[config.mk]
export PLATFORM = sky130hd
export DESIGN_NAME = flash_wait_state_access
export DESIGN_NICKNAME = d
export VERILOG_FILES = /design/src/core/flash_wait_pkg.sv /design/src/core/flash_wait_state_access.sv
export VERILOG_INCLUDE_DIRS = /design/src /design/src/core
export SDC_FILE = /design/constraint.sdc
export NUM_CORES = 1
export LEC_CHECK = 0
export BUFFER_PORTS_ARGS = -buffer_cell sky130_fd_sc_hd__buf_2
export CORE_AREA = 2 2 126 98
export CTS_BUF_LIST = sky130_fd_sc_hd__clkbuf_4
export DETAILED_ROUTE_END_ITERATION = 8
export DIE_AREA = 0 0 128 100
export PLACE_DENSITY_LB_ADDON = 0.25
export SLEW_MARGIN = 20
export SYNTH_ARGS = -nofsm -noshare
export SYNTH_HDL_FRONTEND = slang
export SYNTH_SLANG_ARGS = --single-unit
[constraint.sdc]
create_clock -name ref_clk -period 5.53 [get_ports ref_clk]
set_input_delay 0.8295 -clock ref_clk [delete_from_list [all_inputs] [get_ports ref_clk]]
set_output_delay 0.8295 -clock ref_clk [all_outputs]
set_load 0.01 [all_outputs]
[src/core/flash_wait_regs.svh]
// Constants for the flash wait-state access controller
`ifndef FLASH_WAIT_REGS_SVH
`define FLASH_WAIT_REGS_SVH
`define WAIT_FIELD_ZERO 2'h0
`define WAIT_FIELD_ONE 2'h1
`define WAIT_FIELD_TWO 2'h2
`define WAIT_FIELD_RSVD 2'h3
`define WAIT_FIELD_RESET 2'h3
`define CLK_MHZ 50
`define PROG_TIME_MS 5
`define ERASE_TIME_MS 500
`define PROG_CYCLES (`PROG_TIME_MS * 1000 * `CLK_MHZ)
`define ERASE_CYCLES (`ERASE_TIME_MS * 1000 * `CLK_MHZ)
`define PROG_BLOCK_BYTES 128
`endif

[src/core/flash_wait_pkg.sv]
// Types for the flash wait-state access controller
package flash_wait_pkg;
	// Read sequencer states
	typedef enum logic [1:0] {
		RD_IDLE = 2'b00,
		RD_WAIT = 2'b01
	} rd_state_t;
	// Program/erase sequencer states
	typedef enum logic [1:0] {
		PE_IDLE = 2'b00,
		PE_PROG = 2'b01,
		PE_ERASE = 2'b10
	} pe_state_t;
endpackage : flash_wait_pkg

[src/core/flash_wait_state_access.sv]
// Flash read wait-state sequencer with program and erase busy timing
`timescale 1ns/1ps
`include "flash_wait_regs.svh"
module flash_wait_state_access #(
	parameter int ADDR_W = 18,
	parameter int DATA_W = 16,
	parameter int PROG_CYCLES = `PROG_CYCLES,
	parameter int ERASE_CYCLES = `ERASE_CYCLES
) (
	input wire logic ref_clk,
	input wire logic rst_n,
	input wire logic [1:0] flash_wait_state_field,
	input wire logic rd_req,
	input wire logic rd_seq,
	input wire logic [ADDR_W-1:0] rd_addr,
	output logic rd_ready,
	output logic [DATA_W-1:0] rd_data,
	output logic [ADDR_W-1:0] array_addr,
	input wire logic [DATA_W-1:0] array_data,
	input wire logic prog_start,
	input wire logic erase_start,
	output logic pe_busy,
	output logic pe_done
);
	// Decode the field into a wait-state count; reserved code saturates.
	// Saturating rather than wrapping keeps a mis-set field on the safe,
	// slow side: the array always gets at least its longest documented time.
	function automatic logic [1:0] wait_state_count(input logic [1:0] f);
		case (f)
			`WAIT_FIELD_ZERO: wait_state_count = 2'h0;
			`WAIT_FIELD_ONE: wait_state_count = 2'h1;
			`WAIT_FIELD_TWO: wait_state_count = 2'h2;
			default: wait_state_count = 2'h2;
		endcase
	endfunction : wait_state_count

	// Read side state
	flash_wait_pkg::rd_state_t rd_state; // Read sequencer
	logic [1:0] wait_left; // Remaining wait cycles
	logic [1:0] next_wait_left; // Waits to load when a read is taken
	logic take_rd; // A read is accepted at this edge
	logic end_rd; // The running read completes at this edge

	// Program/erase side state
	flash_wait_pkg::pe_state_t pe_state; // Program/erase sequencer
	logic [31:0] pe_count; // Busy countdown
	logic take_prog; // A program start is accepted at this edge
	logic take_erase; // An erase start is accepted at this edge
	logic end_pe; // The running program or erase ends at this edge

	// Read acceptance and wait decode.
	// Requests are only looked at while idle; a request during a running
	// access is dropped without notice, so the fetch side must wait for
	// rd_ready before asking again.
	always_comb begin
		take_rd = 1'b0;
		next_wait_left = 2'h0;
		end_rd = 1'b0;
		// Idle: a request starts an access
		if (rd_state == flash_wait_pkg::RD_IDLE) begin
			take_rd = rd_req;
		end
		// Sequential fetches are treated as prefetch hits and skip the waits
		if (rd_seq) begin
			next_wait_left = 2'h0;
		end else begin
			next_wait_left = wait_state_count(flash_wait_state_field);
		end
		// Access phase over once no wait is left
		if (rd_state == flash_wait_pkg::RD_WAIT && wait_left == 2'h0) begin
			end_rd = 1'b1;
		end
	end

	// Read sequencer state: idle, then one access cycle plus the waits.
	// The field is sampled only when the read is taken, so a change of the
	// field in mid-access does not stretch or cut the running access.
	always_ff @(posedge ref_clk) begin
		if (!rst_n) begin
			rd_state <= flash_wait_pkg::RD_IDLE;
		end else begin
			case (rd_state)
				// Waiting for a fetch
				flash_wait_pkg::RD_IDLE: begin
					if (take_rd) begin
						rd_state <= flash_wait_pkg::RD_WAIT;
					end
				end
				// Access running
				flash_wait_pkg::RD_WAIT: begin
					if (end_rd) begin
						rd_state <= flash_wait_pkg::RD_IDLE;
					end
				end
				// Unused code: recover to idle
				default: begin
					rd_state <= flash_wait_pkg::RD_IDLE;
				end
			endcase
		end
	end

	// Wait counter: loaded on take, counts down while the access runs
	always_ff @(posedge ref_clk) begin
		if (!rst_n) begin
			wait_left <= 2'h0;
		end else if (take_rd) begin
			// Load the waits for this access
			wait_left <= next_wait_left;
		end else if (rd_state == flash_wait_pkg::RD_WAIT && wait_left != 2'h0) begin
			// One wait cycle spent
			wait_left <= wait_left - 2'h1;
		end
	end

	// Array address: latched on take and held, so the array sees a stable
	// address for the whole access and the model's output can settle
	always_ff @(posedge ref_clk) begin
		if (!rst_n) begin
			array_addr <= '0;
		end else if (take_rd) begin
			array_addr <= rd_addr;
		end
	end

	// Ready pulse: high for exactly one cycle after the last access cycle
	always_ff @(posedge ref_clk) begin
		if (!rst_n) begin
			rd_ready <= 1'b0;
		end else begin
			rd_ready <= end_rd;
		end
	end

	// Read data: captured at the edge that raises ready, then held until
	// the next completed read, so a late consumer still sees the word
	always_ff @(posedge ref_clk) begin
		if (!rst_n) begin
			rd_data <= '0;
		end else if (end_rd) begin
			rd_data <= array_data;
		end
	end

	// Program/erase acceptance.
	// Program wins when both starts arrive together; starts while busy are
	// ignored, since the array cannot run two operations at once.
	always_comb begin
		take_prog = 1'b0;
		take_erase = 1'b0;
		end_pe = 1'b0;
		// Idle: take at most one start
		if (pe_state == flash_wait_pkg::PE_IDLE) begin
			take_prog = prog_start;
			take_erase = erase_start && !prog_start;
		end
		// Busy: the countdown reached its end
		if (pe_state != flash_wait_pkg::PE_IDLE && pe_count == 32'h0) begin
			end_pe = 1'b1;
		end
	end

	// Program/erase sequencer state
	always_ff @(posedge ref_clk) begin
		if (!rst_n) begin
			pe_state <= flash_wait_pkg::PE_IDLE;
		end else begin
			case (pe_state)
				// Waiting for a start
				flash_wait_pkg::PE_IDLE: begin
					if (take_prog) begin
						pe_state <= flash_wait_pkg::PE_PROG;
					end else if (take_erase) begin
						pe_state <= flash_wait_pkg::PE_ERASE;
					end
				end
				// Block program or sector erase running
				flash_wait_pkg::PE_PROG, flash_wait_pkg::PE_ERASE: begin
					if (end_pe) begin
						pe_state <= flash_wait_pkg::PE_IDLE;
					end
				end
				// Unused code: recover to idle
				default: begin
					pe_state <= flash_wait_pkg::PE_IDLE;
				end
			endcase
		end
	end

	// Busy countdown. The count is the worst-case time, not the typical
	// one, so software waiting on done never polls an unfinished array.
	always_ff @(posedge ref_clk) begin
		if (!rst_n) begin
			pe_count <= 32'h0;
		end else if (take_prog) begin
			// Block program time
			pe_count <= 32'(PROG_CYCLES - 1);
		end else if (take_erase) begin
			// Sector erase time
			pe_count <= 32'(ERASE_CYCLES - 1);
		end else if (pe_state != flash_wait_pkg::PE_IDLE && pe_count != 32'h0) begin
			// One cycle of the operation spent
			pe_count <= pe_count - 32'h1;
		end
	end

	// Busy level: rises on a start, falls with the done pulse
	always_ff @(posedge ref_clk) begin
		if (!rst_n) begin
			pe_busy <= 1'b0;
		end else if (take_prog || take_erase) begin
			pe_busy <= 1'b1;
		end else if (end_pe) begin
			pe_busy <= 1'b0;
		end
	end

	// Done pulse: one cycle, at the edge where busy falls
	always_ff @(posedge ref_clk) begin
		if (!rst_n) begin
			pe_done <= 1'b0;
		end else begin
			pe_done <= end_pe;
		end
	end

	// Limitations worth knowing:
	// - The wait count is a level input; software must keep it covering
	//   the array access time at the clock in use, nothing here checks it.
	// - Sequential fetches never miss the prefetch in this model, so they
	//   always finish in one access cycle regardless of the field.
	// - Program and erase only time the operation; the array contents are
	//   handled by the array itself.
	// - A read and a program or erase may overlap here; the fetch side is
	//   expected not to read the array while it is busy.
endmodule : flash_wait_state_access
* Yosys cells after proc, flatten, opt, wreduce, memory -nomap -nowiden
Cells that the tools add are included.
** Storage, ports and cells
- Output and inout port bits :: 37
- Logic and storage cells :: 67
- Bits of input ports :: 42
- Flip-flop bits (word level) :: 75
** Operators by class
- Reduce and logical (&&, ||, !) cells :: 24
- Bitwise logic cells :: 1
- Multiplexer cells :: 21
- Eq/ne operators :: 8
- $add $sub $neg :: 2
** Operators with widths (number)
- $mux W25 :: 2
- $logic_not A32 Y1 :: 1
- $reduce_bool A32 Y1 :: 1
- $sub A32 B1 Y32 const B :: 1
- $mux W18 :: 1
- $mux W2 :: 8
- $pmux W2 S2 :: 3
- $reduce_bool A2 Y1 :: 5
- $logic_not A2 Y1 :: 4
- $mux W1 :: 7
- $eq A2 B1 Y1 const B :: 3
- $ne A2 B2 Y1 const B :: 3
- $logic_and A1 B1 Y1 :: 5
- $reduce_and A2 Y1 :: 2
- $reduce_or A2 Y1 :: 2
- $ne A3 B3 Y1 const B :: 1
- $reduce_bool A3 Y1 :: 1
- $reduce_or A3 Y1 :: 1
- $eq A2 B2 Y1 const B :: 1
- $sub A2 B1 Y2 const B :: 1
- $logic_not A1 Y1 :: 1
- $logic_or A1 B1 Y1 :: 1
- $not A1 Y1 :: 1

* Depth between registers and ports, before layout
Gate-level depths: netlist of run 1.
- Depth in word-level cells :: 6
- Depth in mapped cells :: 9
- Depth with buffers taken out :: 7

* Least setup slack after synthesis of run 1
Ideal clock, no wire load.
- Kind :: flip-flop to flip-flop
- Start point :: register pe_state[0]
- End point :: register pe_count[20]
- Buffers on the path :: 1
- Slack :: 3.094 ns
- Period minus slack after synthesis :: 2.436 ns
- Setup time :: 0.074 ns
- Required time :: 5.456 ns
- Arrival time :: 2.362 ns
- Cell stages (with the launch flop) :: 8
- Cells stage by stage :: dfxtp_1 > inv_1 > ha_1 > clkbuf_1 > or4b_2 > a2111o_1 > or4_2 > a31oi_1
** On the way
- Longest elaborated chain between the ends :: 3
- Elaborated cells between the ends (all ways) :: 8
- Those cells by class :: mux (3); reduce/logical (5)
** Ends and longest elaborated chain
- start: declaration :: line flash_wait_state_access.sv:45 : flash_wait_pkg::pe_state_t pe_state;
- start signal: assignment :: line flash_wait_state_access.sv:166 : pe_state <= flash_wait_pkg::PE_IDLE;
- start signal: assignment :: line flash_wait_state_access.sv:172 : pe_state <= flash_wait_pkg::PE_PROG;
- start signal: assignment :: line flash_wait_state_access.sv:174 : pe_state <= flash_wait_pkg::PE_ERASE;
- $logic_not A2 Y1 or $reduce_bool A2 Y1 (tied branches) :: line flash_wait_state_access.sv:153, flash_wait_state_access.sv:202
- $mux W1 or $logic_and A1 B1 Y1 (tied branches) :: line flash_wait_state_access.sv:153, flash_wait_state_access.sv:202
- $mux W25 (tied with other cells) :: line flash_wait_state_access.sv:199 : end else if (take_erase) begin
- end signal: assignment :: line flash_wait_state_access.sv:198 : pe_count <= 32'(PROG_CYCLES - 1);
- end signal: assignment :: line flash_wait_state_access.sv:201 : pe_count <= 32'(ERASE_CYCLES - 1);
- end signal: assignment :: line flash_wait_state_access.sv:204 : pe_count <= pe_count - 32'h1;
- end: declaration :: line flash_wait_state_access.sv:46 : logic [31:0] pe_count;
Parallel ways exist; a longest one is shown, timed or not.
A chain may end at the register's enable or synchronous reset.

* Final worst setup path of run 1
- Start point :: register pe_state[0]
- End point :: register pe_count[26]
** On the way
- Longest elaborated chain between the ends :: 3
- Elaborated cells between the ends (all ways) :: 6
- Those cells by class :: mux (2); reduce/logical (4)
** Ends and longest elaborated chain
- $logic_not A2 Y1 :: line flash_wait_state_access.sv:153 : if (pe_state == flash_wait_pkg::PE_IDLE) begin
- $mux W1 :: line flash_wait_state_access.sv:153
- $reduce_or A3 Y1 (no source line)
Parallel ways exist; a longest one is shown, timed or not.

==> results.yml, run 1 <==
logic_synthesis:
  synth_fp_nets: 436
  synth_area_leaders: "dfxtp_1 45%, nand2_1 10%, a21oi_1 6.9%"
  yosys_warnings: 0
  post-synth-top-area-cell: "dfxtp_1"
  ys_top_cells_by_count: "88 x nand2_1, 74 x dfxtp_1, 45 x a21oi_1"
  synth-edff-count: 0
  postSynth.asyncResetShare: 0
  ys_ff_latch: 74
  yosysMostFrequentCell: "nand2_1"
  synth_area_um2: 3290
  syn_inst: 390
  ys_seq_area_frac: 0.451
  yosysUniqueCellTypes: 57
  synth_top_flop_cell: "dfxtp_1"
  avgSynthCellArea_um2: 8.42
  yosys.area.top_type_share: 0.451
timing:
  hold_viol: 0
  maxSlewHeadroom: 0.405
  rsz0062_at_grt: "false"
  fin_crit_ns: 2.97
  min_period_over_period: 0.538
  finalSetupTns_ns: 0
  max_freq_ghz: 0.336
  tightest_slew_ns: 0.870
  setup_violations: 0
  fin_skew_ns: 0.00743
  drv_slew: 0
clocking:
  cts_resized: 0
  postCtsHoldBufs: 0
  numCtsBuffers: 9
  htreeDepth: 3
  cts_tree: "built"
  postCtsSetupRepairBufs: 0
  clock_latency_ns: 0.42
  clockBufferDepth: 2
  clk_pin_slew_ns: 0.12
  cts_root_buffer: "clkbuf_4"
  cts.sinks: 74
critical_path:
  start_kind: "flop"
  critPathRequiredTime_ns: 5.88
  max_stage_delay_ns: 0.86
  crit_slowest_cell: "or4b_2"
  ff2ff_setup_slack_ns: 2.56
  crit_fanout: 17
  critical_path_buf_inv_count: 1
  crit_type: "reg2reg"
  r2r_end: "pe_count[26]$_SDFFE_PP0P_"
  crit_arrival_ns: 3.33
  setup.worst_path.start: "pe_state[0]$_SDFFE_PN0P_"
  crit_family: "simple AND/OR/NAND/NOR gates"
  end_kind: "flop"
  cp_cell_sequence: "inv_1 > ha_1 > or4b_2 > nor4_1 > nand4_1 > or4_1 > a21oi_1"
  r2r_cells: 7
  worst_r2r_startpoint: "pe_state[0]$_SDFFE_PN0P_"
die:
  dieArea_um2: 12800
  std_cell_rows: 35
  placeableCoreArea_um2: 11700
  io_pins: 79
  die_h_um: 100
  initial_utilization: 0.280
  die_x_um: 128
power_and_ir_drop:
  vdd_ir_drop_max_mv: 0.159
  p_per_area_nw_per_um2: 349
  pwr-share-seq: 0.461
  p_leak_uw: 0.00154
  power.combinational.fraction: 0.262
  p_sw_uw: 468
  intPower_uw: 898
  switching_share: 0.342
  power_frac_clock: 0.277
finish:
  drive_above_1_share: 0.260
  diodes: 0
  syn2layout_area_growth_pct: 19.3
  fin_util: 0.334
  fillers: 1275
  seq_area_um2: 1480
  multi_input_comb_area_um2: 1650
  finalNetCount: 506
min_path:
  worstHoldEndpoint: "array_addr[12]$_SDFFE_PN0P_"
  min_from: "array_addr[12]$_SDFFE_PN0P_"
  worstHoldPathType: "reg2reg"
  hold-path-cell-count: 2
global_routing:
  antenna_found_initial: 0
  grt_pass1_vias: 2862
  grt_overflow: 0
  grt_max_degree: 31
  grt_util_all_layers: 0.139
  grt_first_pass_wirelength_um: 14200
detailed_routing:
  post-route-drc-count: 0
  wl_per_cell_um: 14.1
  drt_pre_antenna_iters: 4
  routed_via_density: 5.07
  ant_nets: 0
  drt_iter0_drc: 143
  dr_total_vias: 3108
  routed_wl_um: 8620
status:
  outcome: "complete, no violations"
placement:
  hpwl_um: 6280
  io_buffer_count: 78
  place_congestion: 0.791
job:
  drv_cap: 0
## sequential cells by signal (all words and copies together), names as in the netlist
register / count
pe_count: 32
array_addr: 18
rd_data: 16
pe_state: 2
wait_left: 2
pe_busy: 1
pe_done: 1
rd_ready: 1
rd_state: 1
## routing by layer
metal / GRT usage / up-vias / share of wire
met2: 0.213 / 54 / 0.46
met1: 0.188 / 1480 / 0.49
met5: 0 / - / 0
met3: 0.0405 / 9 / 0.042
met4: 0.0465 / 0 / 0.013
li1: - / 1565 / -
## area by class of cell
type	count	area share
Timing Repair Buffer	81	0.106
Sequential cell	74	0.378
Clock buffer	9	0.0172
Clock inverter	7	0.0239
Inverter	7	0.00670
Tap cell	148	0.0473
Multi-Input combinational cell	287	0.420
## worst min-delay path: stages, from the launching register on
cell,delay (ns)
dfxtp_1,0.33
nand2_1,0.05
a21oi_1,0.05
## per-stage QoR
| stage | cells | hold slack, ns | worst slack (ns) | total power [µW] | area (µm²) |
|---|---|---|---|---|---|
| floorplan | 390 | 0.443 | 3.09 | 895 | 3290 |
| global placement | 596 | 0.439 | 2.73 | 990 | 3750 |
| detailed placement | 596 | 0.444 | 2.64 | 998 | 3750 |
| CTS | 612 | 0.461 | 2.62 | 1380 | 3910 |
| global route | 613 | 0.478 | 2.37 | 1450 | 3920 |
| finish | 613 | 0.459 | 2.56 | 1370 | 3920 |
## how the worst max path moves through the flow
| stage | to | slack, ns | depth (start not counted) |
|---|---|---|---|
| 3_3_place_gp | pe_count[16]$_SDFFE_PN0P_ | 2.73 | 5 |
| 2_1_floorplan | pe_count[20]$_SDFFE_PP0P_ | 3.09 | 7 |
| 3_5_place_dp | pe_count[26]$_SDFFE_PP0P_ | 2.64 | 7 |
| 6_report | pe_count[26]$_SDFFE_PP0P_ | 2.56 | 7 |
| 5_1_grt | pe_count[26]$_SDFFE_PP0P_ | 2.37 | 7 |
| 4_1_cts | pe_count[26]$_SDFFE_PP0P_ | 2.62 | 7 |
## power groups by stage
stage	Sequential, µW	Combinational [µW]	Clock [µW]
3_5_place_dp	641	357	0
4_1_cts	629	358	394
3_3_place_gp	639	351	0
5_1_grt	638	403	412
2_1_floorplan	639	256	0
6_report	629	358	378
## logic make-up (layout without fill, tap and decap cells)
| kind of cell | after synthesis | count (layout) | synth area share |
|---|---|---|---|
| xor gates and xnor gates | 3 | 3 | 0.00800 |
| muxes | 2 | 2 | 0.00609 |
| AOI/OAI and AO/OA | 104 | 104 | 0.197 |
| DFF | 74 | 74 | 0.451 |
| and+or+nand+nor | 174 | 174 | 0.275 |
| adders and majority gates | 4 | 4 | 0.0152 |
| buffers and inverters | 29 | 104 | 0.0476 |
## cells in the final DEF, fill, tap and decap left out, types with 3 or more instances in the layout
master	n
dfxtp_1	74
or3_2	5
nor2_1	12
a21oi_1	45
xor2_1	3
nand2_1	88
a211oi_1	3
ha_1	4
nand3b_1	3
inv_1	7
clkbuf_4	9
nand4_1	3
or4_2	9
nor3_1	8
o21ai_0	13
nor4_1	10
a31oi_1	14
o31ai_1	9
or3_1	8
nand2b_1	4
buf_2	78
and2_1	4
Note: power is estimated with default switching activity, not from simulation.
==> inputs of run 2 (changes only) <==
- ABC_AREA: default -> 1
- CORE_AREA: 2 2 126 98 -> 2 2 137 106
- DIE_AREA: 0 0 128 100 -> 0 0 139 108
- clock period: 5.53 -> 3.05 ns (I/O delays scaled with it)
==> results.yml, run 2 <==
clocking:
  postCtsSetupRepairBufs: 0
  numCtsBuffers: 9
  cts_root_buffer: "clkbuf_4"
  clock_latency_ns: 0.43
  clockBufferDepth: 2
  postCtsHoldBufs: 0
  cts.sinks: 74
  cts_tree: "built"
  clk_pin_slew_ns: 0.14
  cts_resized: 0
  htreeDepth: 3
timing:
  finalSetupTns_ns: 0
  tightest_slew_ns: 0.607
  layout_setup_ws_ns: 1.02
  drv_slew: 0
  fin_crit_ns: 2.03
  min_period_over_period: 0.665
  fin_hold_ws_ns: 0.262
  max_freq_ghz: 0.493
  hold_viol: 0
  rsz0062_at_grt: "false"
  setup_violations: 0
  maxSlewHeadroom: 0.594
  fin_skew_ns: 0.0179
placement:
  post-place-ws_ns: 1.10
  io_buffer_count: 78
  hpwl_um: 8240
  place_congestion: 0.904
global_routing:
  antenna_found_initial: 1
  grt_first_pass_wirelength_um: 17900
  grt_util_all_layers: 0.149
  grt_overflow: 0
  grt_pass1_vias: 3537
  grt_max_degree: 38
logic_synthesis:
  synthAdderAreaFrac: 0.0129
  synth_top_family_by_area: "simple AND/OR/NAND/NOR gates"
  yosys_warnings: 0
  synth_xor_area_frac: 0.0248
  avgSynthCellArea_um2: 6.64
  synth_area_leaders: "dfxtp_1 38%, nor2_1 13%, nand2_1 12%"
  syn_inst: 584
  post-synth-top-area-cell: "dfxtp_1"
  yosysUniqueCellTypes: 29
  synth_area_um2: 3880
  ys_seq_area_frac: 0.382
  synthMuxAreaShare: 0
  synth_simple_gate_area_frac: 0.402
  ys_ff_latch: 74
  postSynth.asyncResetShare: 0
  synth_fp_nets: 630
  ys_top_cells_by_count: "137 x nor2_1, 125 x nand2_1, 74 x dfxtp_1"
  yosysMostFrequentCell: "nor2_1"
  synth-edff-count: 0
  synth_top_flop_cell: "dfxtp_1"
  yosys.area.top_type_share: 0.382
  synth-compound-area-share: 0.0964
finish:
  drive_above_1_share: 0.209
  largest_reg_flops: 32
  finalNetCount: 706
  reg_top3: "pe_count (32), array_addr (18), rd_data (16)"
  final_common_cell: "nor2_1"
  layout_common_cells: "137 x nor2_1, 125 x nand2_1, 78 x buf_2, 74 x dfxtp_1, 53 x inv_1"
  regMostFlops: "pe_count"
  syn2layout_area_growth_pct: 19.3
critical_path:
  crit_arrival_ns: 2.39
  crit_fanout: 14
  end_kind: "flop"
  critPathRequiredTime_ns: 3.41
  start_kind: "flop"
  crit_type: "reg2reg"
detailed_routing:
  drt_iter0_drc: 241
  dr_total_vias: 3895
  drt_pre_antenna_iters: 5
  wl_met2_um: 4590
  post-route-drc-count: 0
  maxUsedRoutingLayer: "met4"
  wl_met1_um: 5320
  routed_wl_um: 10700
  wl_per_cell_um: 12.8
  ant_nets: 0
  routed_via_density: 4.63
  wl_met3_um: 706
min_path:
  worstHoldPathType: "in2reg"
die:
  placeableCoreArea_um2: 13500
  std_cell_rows: 37
  initial_utilization: 0.287
  die_x_um: 139
  die_h_um: 108
  dieArea_um2: 15000
  io_pins: 79
power_and_ir_drop:
  p_leak_uw: 0.00227
  vdd_ir_drop_max_mv: 0.216
  p_per_area_nw_per_um2: 634
status:
  outcome: "complete, no violations"
job:
  drv_cap: 0
[run 2: cell count changes in the layout (fill, tap and decap cells not counted), sizes merged, moves of 11 or more]
| cell | before | now |
|---|---|---|
| a21oi | 45 | 26 |
| a31oi | 14 | 2 |
| inv | 7 | 59 |
| nand2 | 89 | 133 |
| nand3 | 2 | 34 |
| nand4 | 3 | 14 |
| nor2 | 12 | 158 |
| nor4 | 11 | 0 |
| o21ai | 15 | 40 |
| or3 | 13 | 0 |
| or4 | 13 | 0 |
[run 2: layer usage]
metal  GRT usage  vias to the layer above
met3      0.0372                       11
met1       0.210                     1779
li1            -                     2000
met4      0.0426                        0
met5           0                        -
met2       0.227                      105
[run 2: worst paths after layout]
check,startpoint,slack [ns],cells past startpoint,to
worst max-delay path,pe_state[0]$_SDFFE_PN0P_,1.02,11,pe_count[2]$_SDFFE_PN0P_
worst min-delay path,rd_addr[4],0.26,3,array_addr[4]$_SDFFE_PN0P_
worst max register to register,pe_state[0]$_SDFFE_PN0P_,1.02,11,pe_count[2]$_SDFFE_PN0P_
worst min register to register,pe_state[0]$_SDFFE_PN0P_,0.47,2,pe_state[0]$_SDFFE_PN0P_
[run 2: layout make-up]
class                   count  area (µm²)
well taps                 175         219
diodes                      1        2.50
fillers                  1492        8890
clock inverters             6         115
inverters                  59         221
multi-input cells         432        2080
repair buffers             84         435
clock buffers              10        75.1
flip-flops and latches     74        1480
[run 2: worst max-delay path, cell delays in order, from the launching register on]
cell	delay [ns]
dfxtp_1	0.35
inv_1	0.04
ha_1	0.26
nand3_1	0.11
buf_4	0.23
inv_2	0.12
nor2_1	0.26
buf_4	0.24
nand2_1	0.08
nor2_1	0.14
nor2_1	0.06
nor2_1	0.07
[run 2: power by group]
group	internal, µW	total [µW]	leakage [µW]	switching, µW
combinational	326	989	0.00157	663
clock	427	803	0.0000968	376
sequential	1060	1140	0.000608	82.1
[run 2: cell families (layout without fill, tap and decap cells)]
| family | count (synthesis) | after routing |
|---|---|---|
| other cells | 0 | 1 |
| compound gates | 70 | 70 |
| simple gates | 347 | 347 |
| buf+inv | 78 | 159 |
| flops | 74 | 74 |
| fa+ha+maj | 4 | 4 |
| xor+xnor | 11 | 11 |
[run 2: per-stage QoR]
step | std cells | instance area (µm²) | util | total power [µW]
3_3_place_gp | 824 | 4440 | 0.328 | 2140
2_1_floorplan | 584 | 3880 | - | 1890
5_1_grt | 841 | 4630 | 0.343 | 3150
6_report | 841 | 4630 | 0.343 | 2940
3_5_place_dp | 824 | 4440 | 0.328 | 2140
4_1_cts | 840 | 4630 | 0.342 | 2960
==> inputs of run 3 (changes only) <==
- ABC_AREA: 1 -> 0
- CORE_AREA: 2 2 137 106 -> 2 2 126 98
- DIE_AREA: 0 0 139 108 -> 0 0 128 100
- clock period: 3.05 -> 1.8 ns (I/O delays scaled with it)
==> results.yml, run 3 (synthesis gave the netlist of run 1 again) <==
finish:
  largest_reg_flops: 32
  final_common_cell: "nand2_1"
  regMostFlops: "pe_count"
  layout_common_cells: "84 x nand2_1, 78 x buf_2, 68 x buf_4, 65 x dfxtp_1, 39 x a21oi_1"
  finalNetCount: 587
  syn2layout_area_growth_pct: 51.9
  diodes: 0
  fillers: 1174
  reg_top3: "pe_count (32), array_addr (18), rd_data (16)"
  drive_above_1_share: 0.473
global_routing:
  grt_util_all_layers: 0.152
  grt_overflow: 0
  grt_first_pass_wirelength_um: 15500
  grt_pass1_vias: 3107
  antenna_found_initial: 0
  grt_max_degree: 49
power_and_ir_drop:
  vdd_ir_drop_max_mv: 0.404
  p_per_area_nw_per_um2: 1030
  p_leak_uw: 0.00203
clocking:
  cts.sinks: 74
  clock_latency_ns: 0.43
  htreeDepth: 3
  numCtsBuffers: 9
  clk_pin_slew_ns: 0.13
  cts_root_buffer: "clkbuf_4"
  cts_tree: "built"
  clockBufferDepth: 2
die:
  die_x_um: 128
  placeableCoreArea_um2: 11700
  initial_utilization: 0.280
  dieArea_um2: 12800
  die_h_um: 100
  std_cell_rows: 35
  io_pins: 79
placement:
  place_congestion: 0.816
  hpwl_um: 6920
  io_buffer_count: 78
  post-place-ws_ns: -0.394
detailed_routing:
  drt_iter0_drc: 221
  wl_per_cell_um: 14.4
  routed_via_density: 4.91
  routed_wl_um: 10000
  dr_total_vias: 3406
  ant_nets: 0
  drt_pre_antenna_iters: 4
  post-route-drc-count: 0
timing:
  tightest_slew_ns: 0.522
  max_freq_ghz: 0.462
  drv_slew: 0
  layout_setup_ws_ns: -0.363
  finalSetupTns_ns: -8.33
  rsz0062_at_grt: "true"
  maxSlewHeadroom: 0.652
  hold_viol: 0
  min_period_over_period: 1.20
  fin_crit_ns: 2.16
  fin_skew_ns: 0.0156
  setup_violations: 36
critical_path:
  worst_r2r_startpoint: "pe_count[18]$_SDFFE_PP0P_"
  end_kind: "flop"
  ff2ff_setup_slack_ns: -0.36
  start_kind: "flop"
  setup.worst_path.start: "pe_count[18]$_SDFFE_PP0P_"
  crit_type: "reg2reg"
  r2r_cells: 7
  crit_fanout: 6
  crit_arrival_ns: 2.54
  critPathRequiredTime_ns: 2.18
job:
  drv_cap: 0
status:
  violations: "setup timing"
  outcome: "complete, but fails checks"
min_path:
  hold-path-cell-count: 3
  worstHoldPathType: "in2reg"
  min_from: "array_data[2]"
-- run 3: cell types whose count changed in the layout (fill, tap and decap cells not counted), sizes merged, moves of 12 or more --
cell	delta
inv	-52
a31oi	+12
nand3	-32
or4	+13
buf	+77
nor2	-146
o21ai	-25
nand2	-44
a21oi	+19
or3	+13
-- run 3: path summary, 6_finish.rpt --
kind | to
max reg2reg | pe_count[28]$_SDFFE_PP0P_
min | rd_data[2]$_SDFFE_PN0P_
max | pe_count[28]$_SDFFE_PP0P_
min reg2reg | array_addr[13]$_SDFFE_PN0P_
-- run 3: where the power goes --
| group | switching, µW | internal [µW] |
|---|---|---|
| Clock | 593 | 548 |
| Combinational | 1080 | 995 |
| Sequential | 106 | 1810 |
| Total | 1780 | 3350 |
-- run 3: what timing repair did --
item	CTS	global route
hold buffers	0	0
gates resized for setup	38	36
cloned	0	2
pin swaps	23	21
setup buffers	7	5
setup endpoints to repair	36	36
-- run 3: area by class of cell --
type | count | area [µm²] | share of cell area
Multi-Input combinational cell | 287 | 2010 | 0.402
Sequential cell | 74 | 1490 | 0.299
Timing Repair Buffer | 162 | 1130 | 0.226
Tap cell | 148 | 185 | 0.0371
Clock inverter | 6 | 82.6 | 0.0165
Clock buffer | 9 | 67.6 | 0.0135
Inverter | 7 | 26.3 | 0.00526
-- run 3: critical path: stages, from the launching register on --
cell     delay [ns]
dfxtp_2        0.34
or4_4          0.55
buf_6          0.15
nor4_4         0.22
nand4_1        0.18
buf_4          0.19
or3_1          0.34
a21oi_2        0.14
-- run 3: per-stage QoR --
step	utilization	std cells	cell area, µm²	total power [µW]	hold WS [ns]
2_1_floorplan	-	390	3380	2830	0.406
3_3_place_gp	0.374	668	4390	3550	0.440
3_5_place_dp	0.374	668	4390	3580	0.444
4_1_cts	0.406	689	4770	4990	0.0270
5_1_grt	0.425	693	4990	5440	0.0209
6_report	0.425	693	4990	5130	0.0597
-- run 3: routing by layer --
metal,vias up,part of all wire,track usage
met5,-,0,0
met2,58,0.44,0.223
met3,4,0.040,0.0442
met1,1619,0.52,0.220
li1,1725,-,-
met4,0,0.0055,0.0330
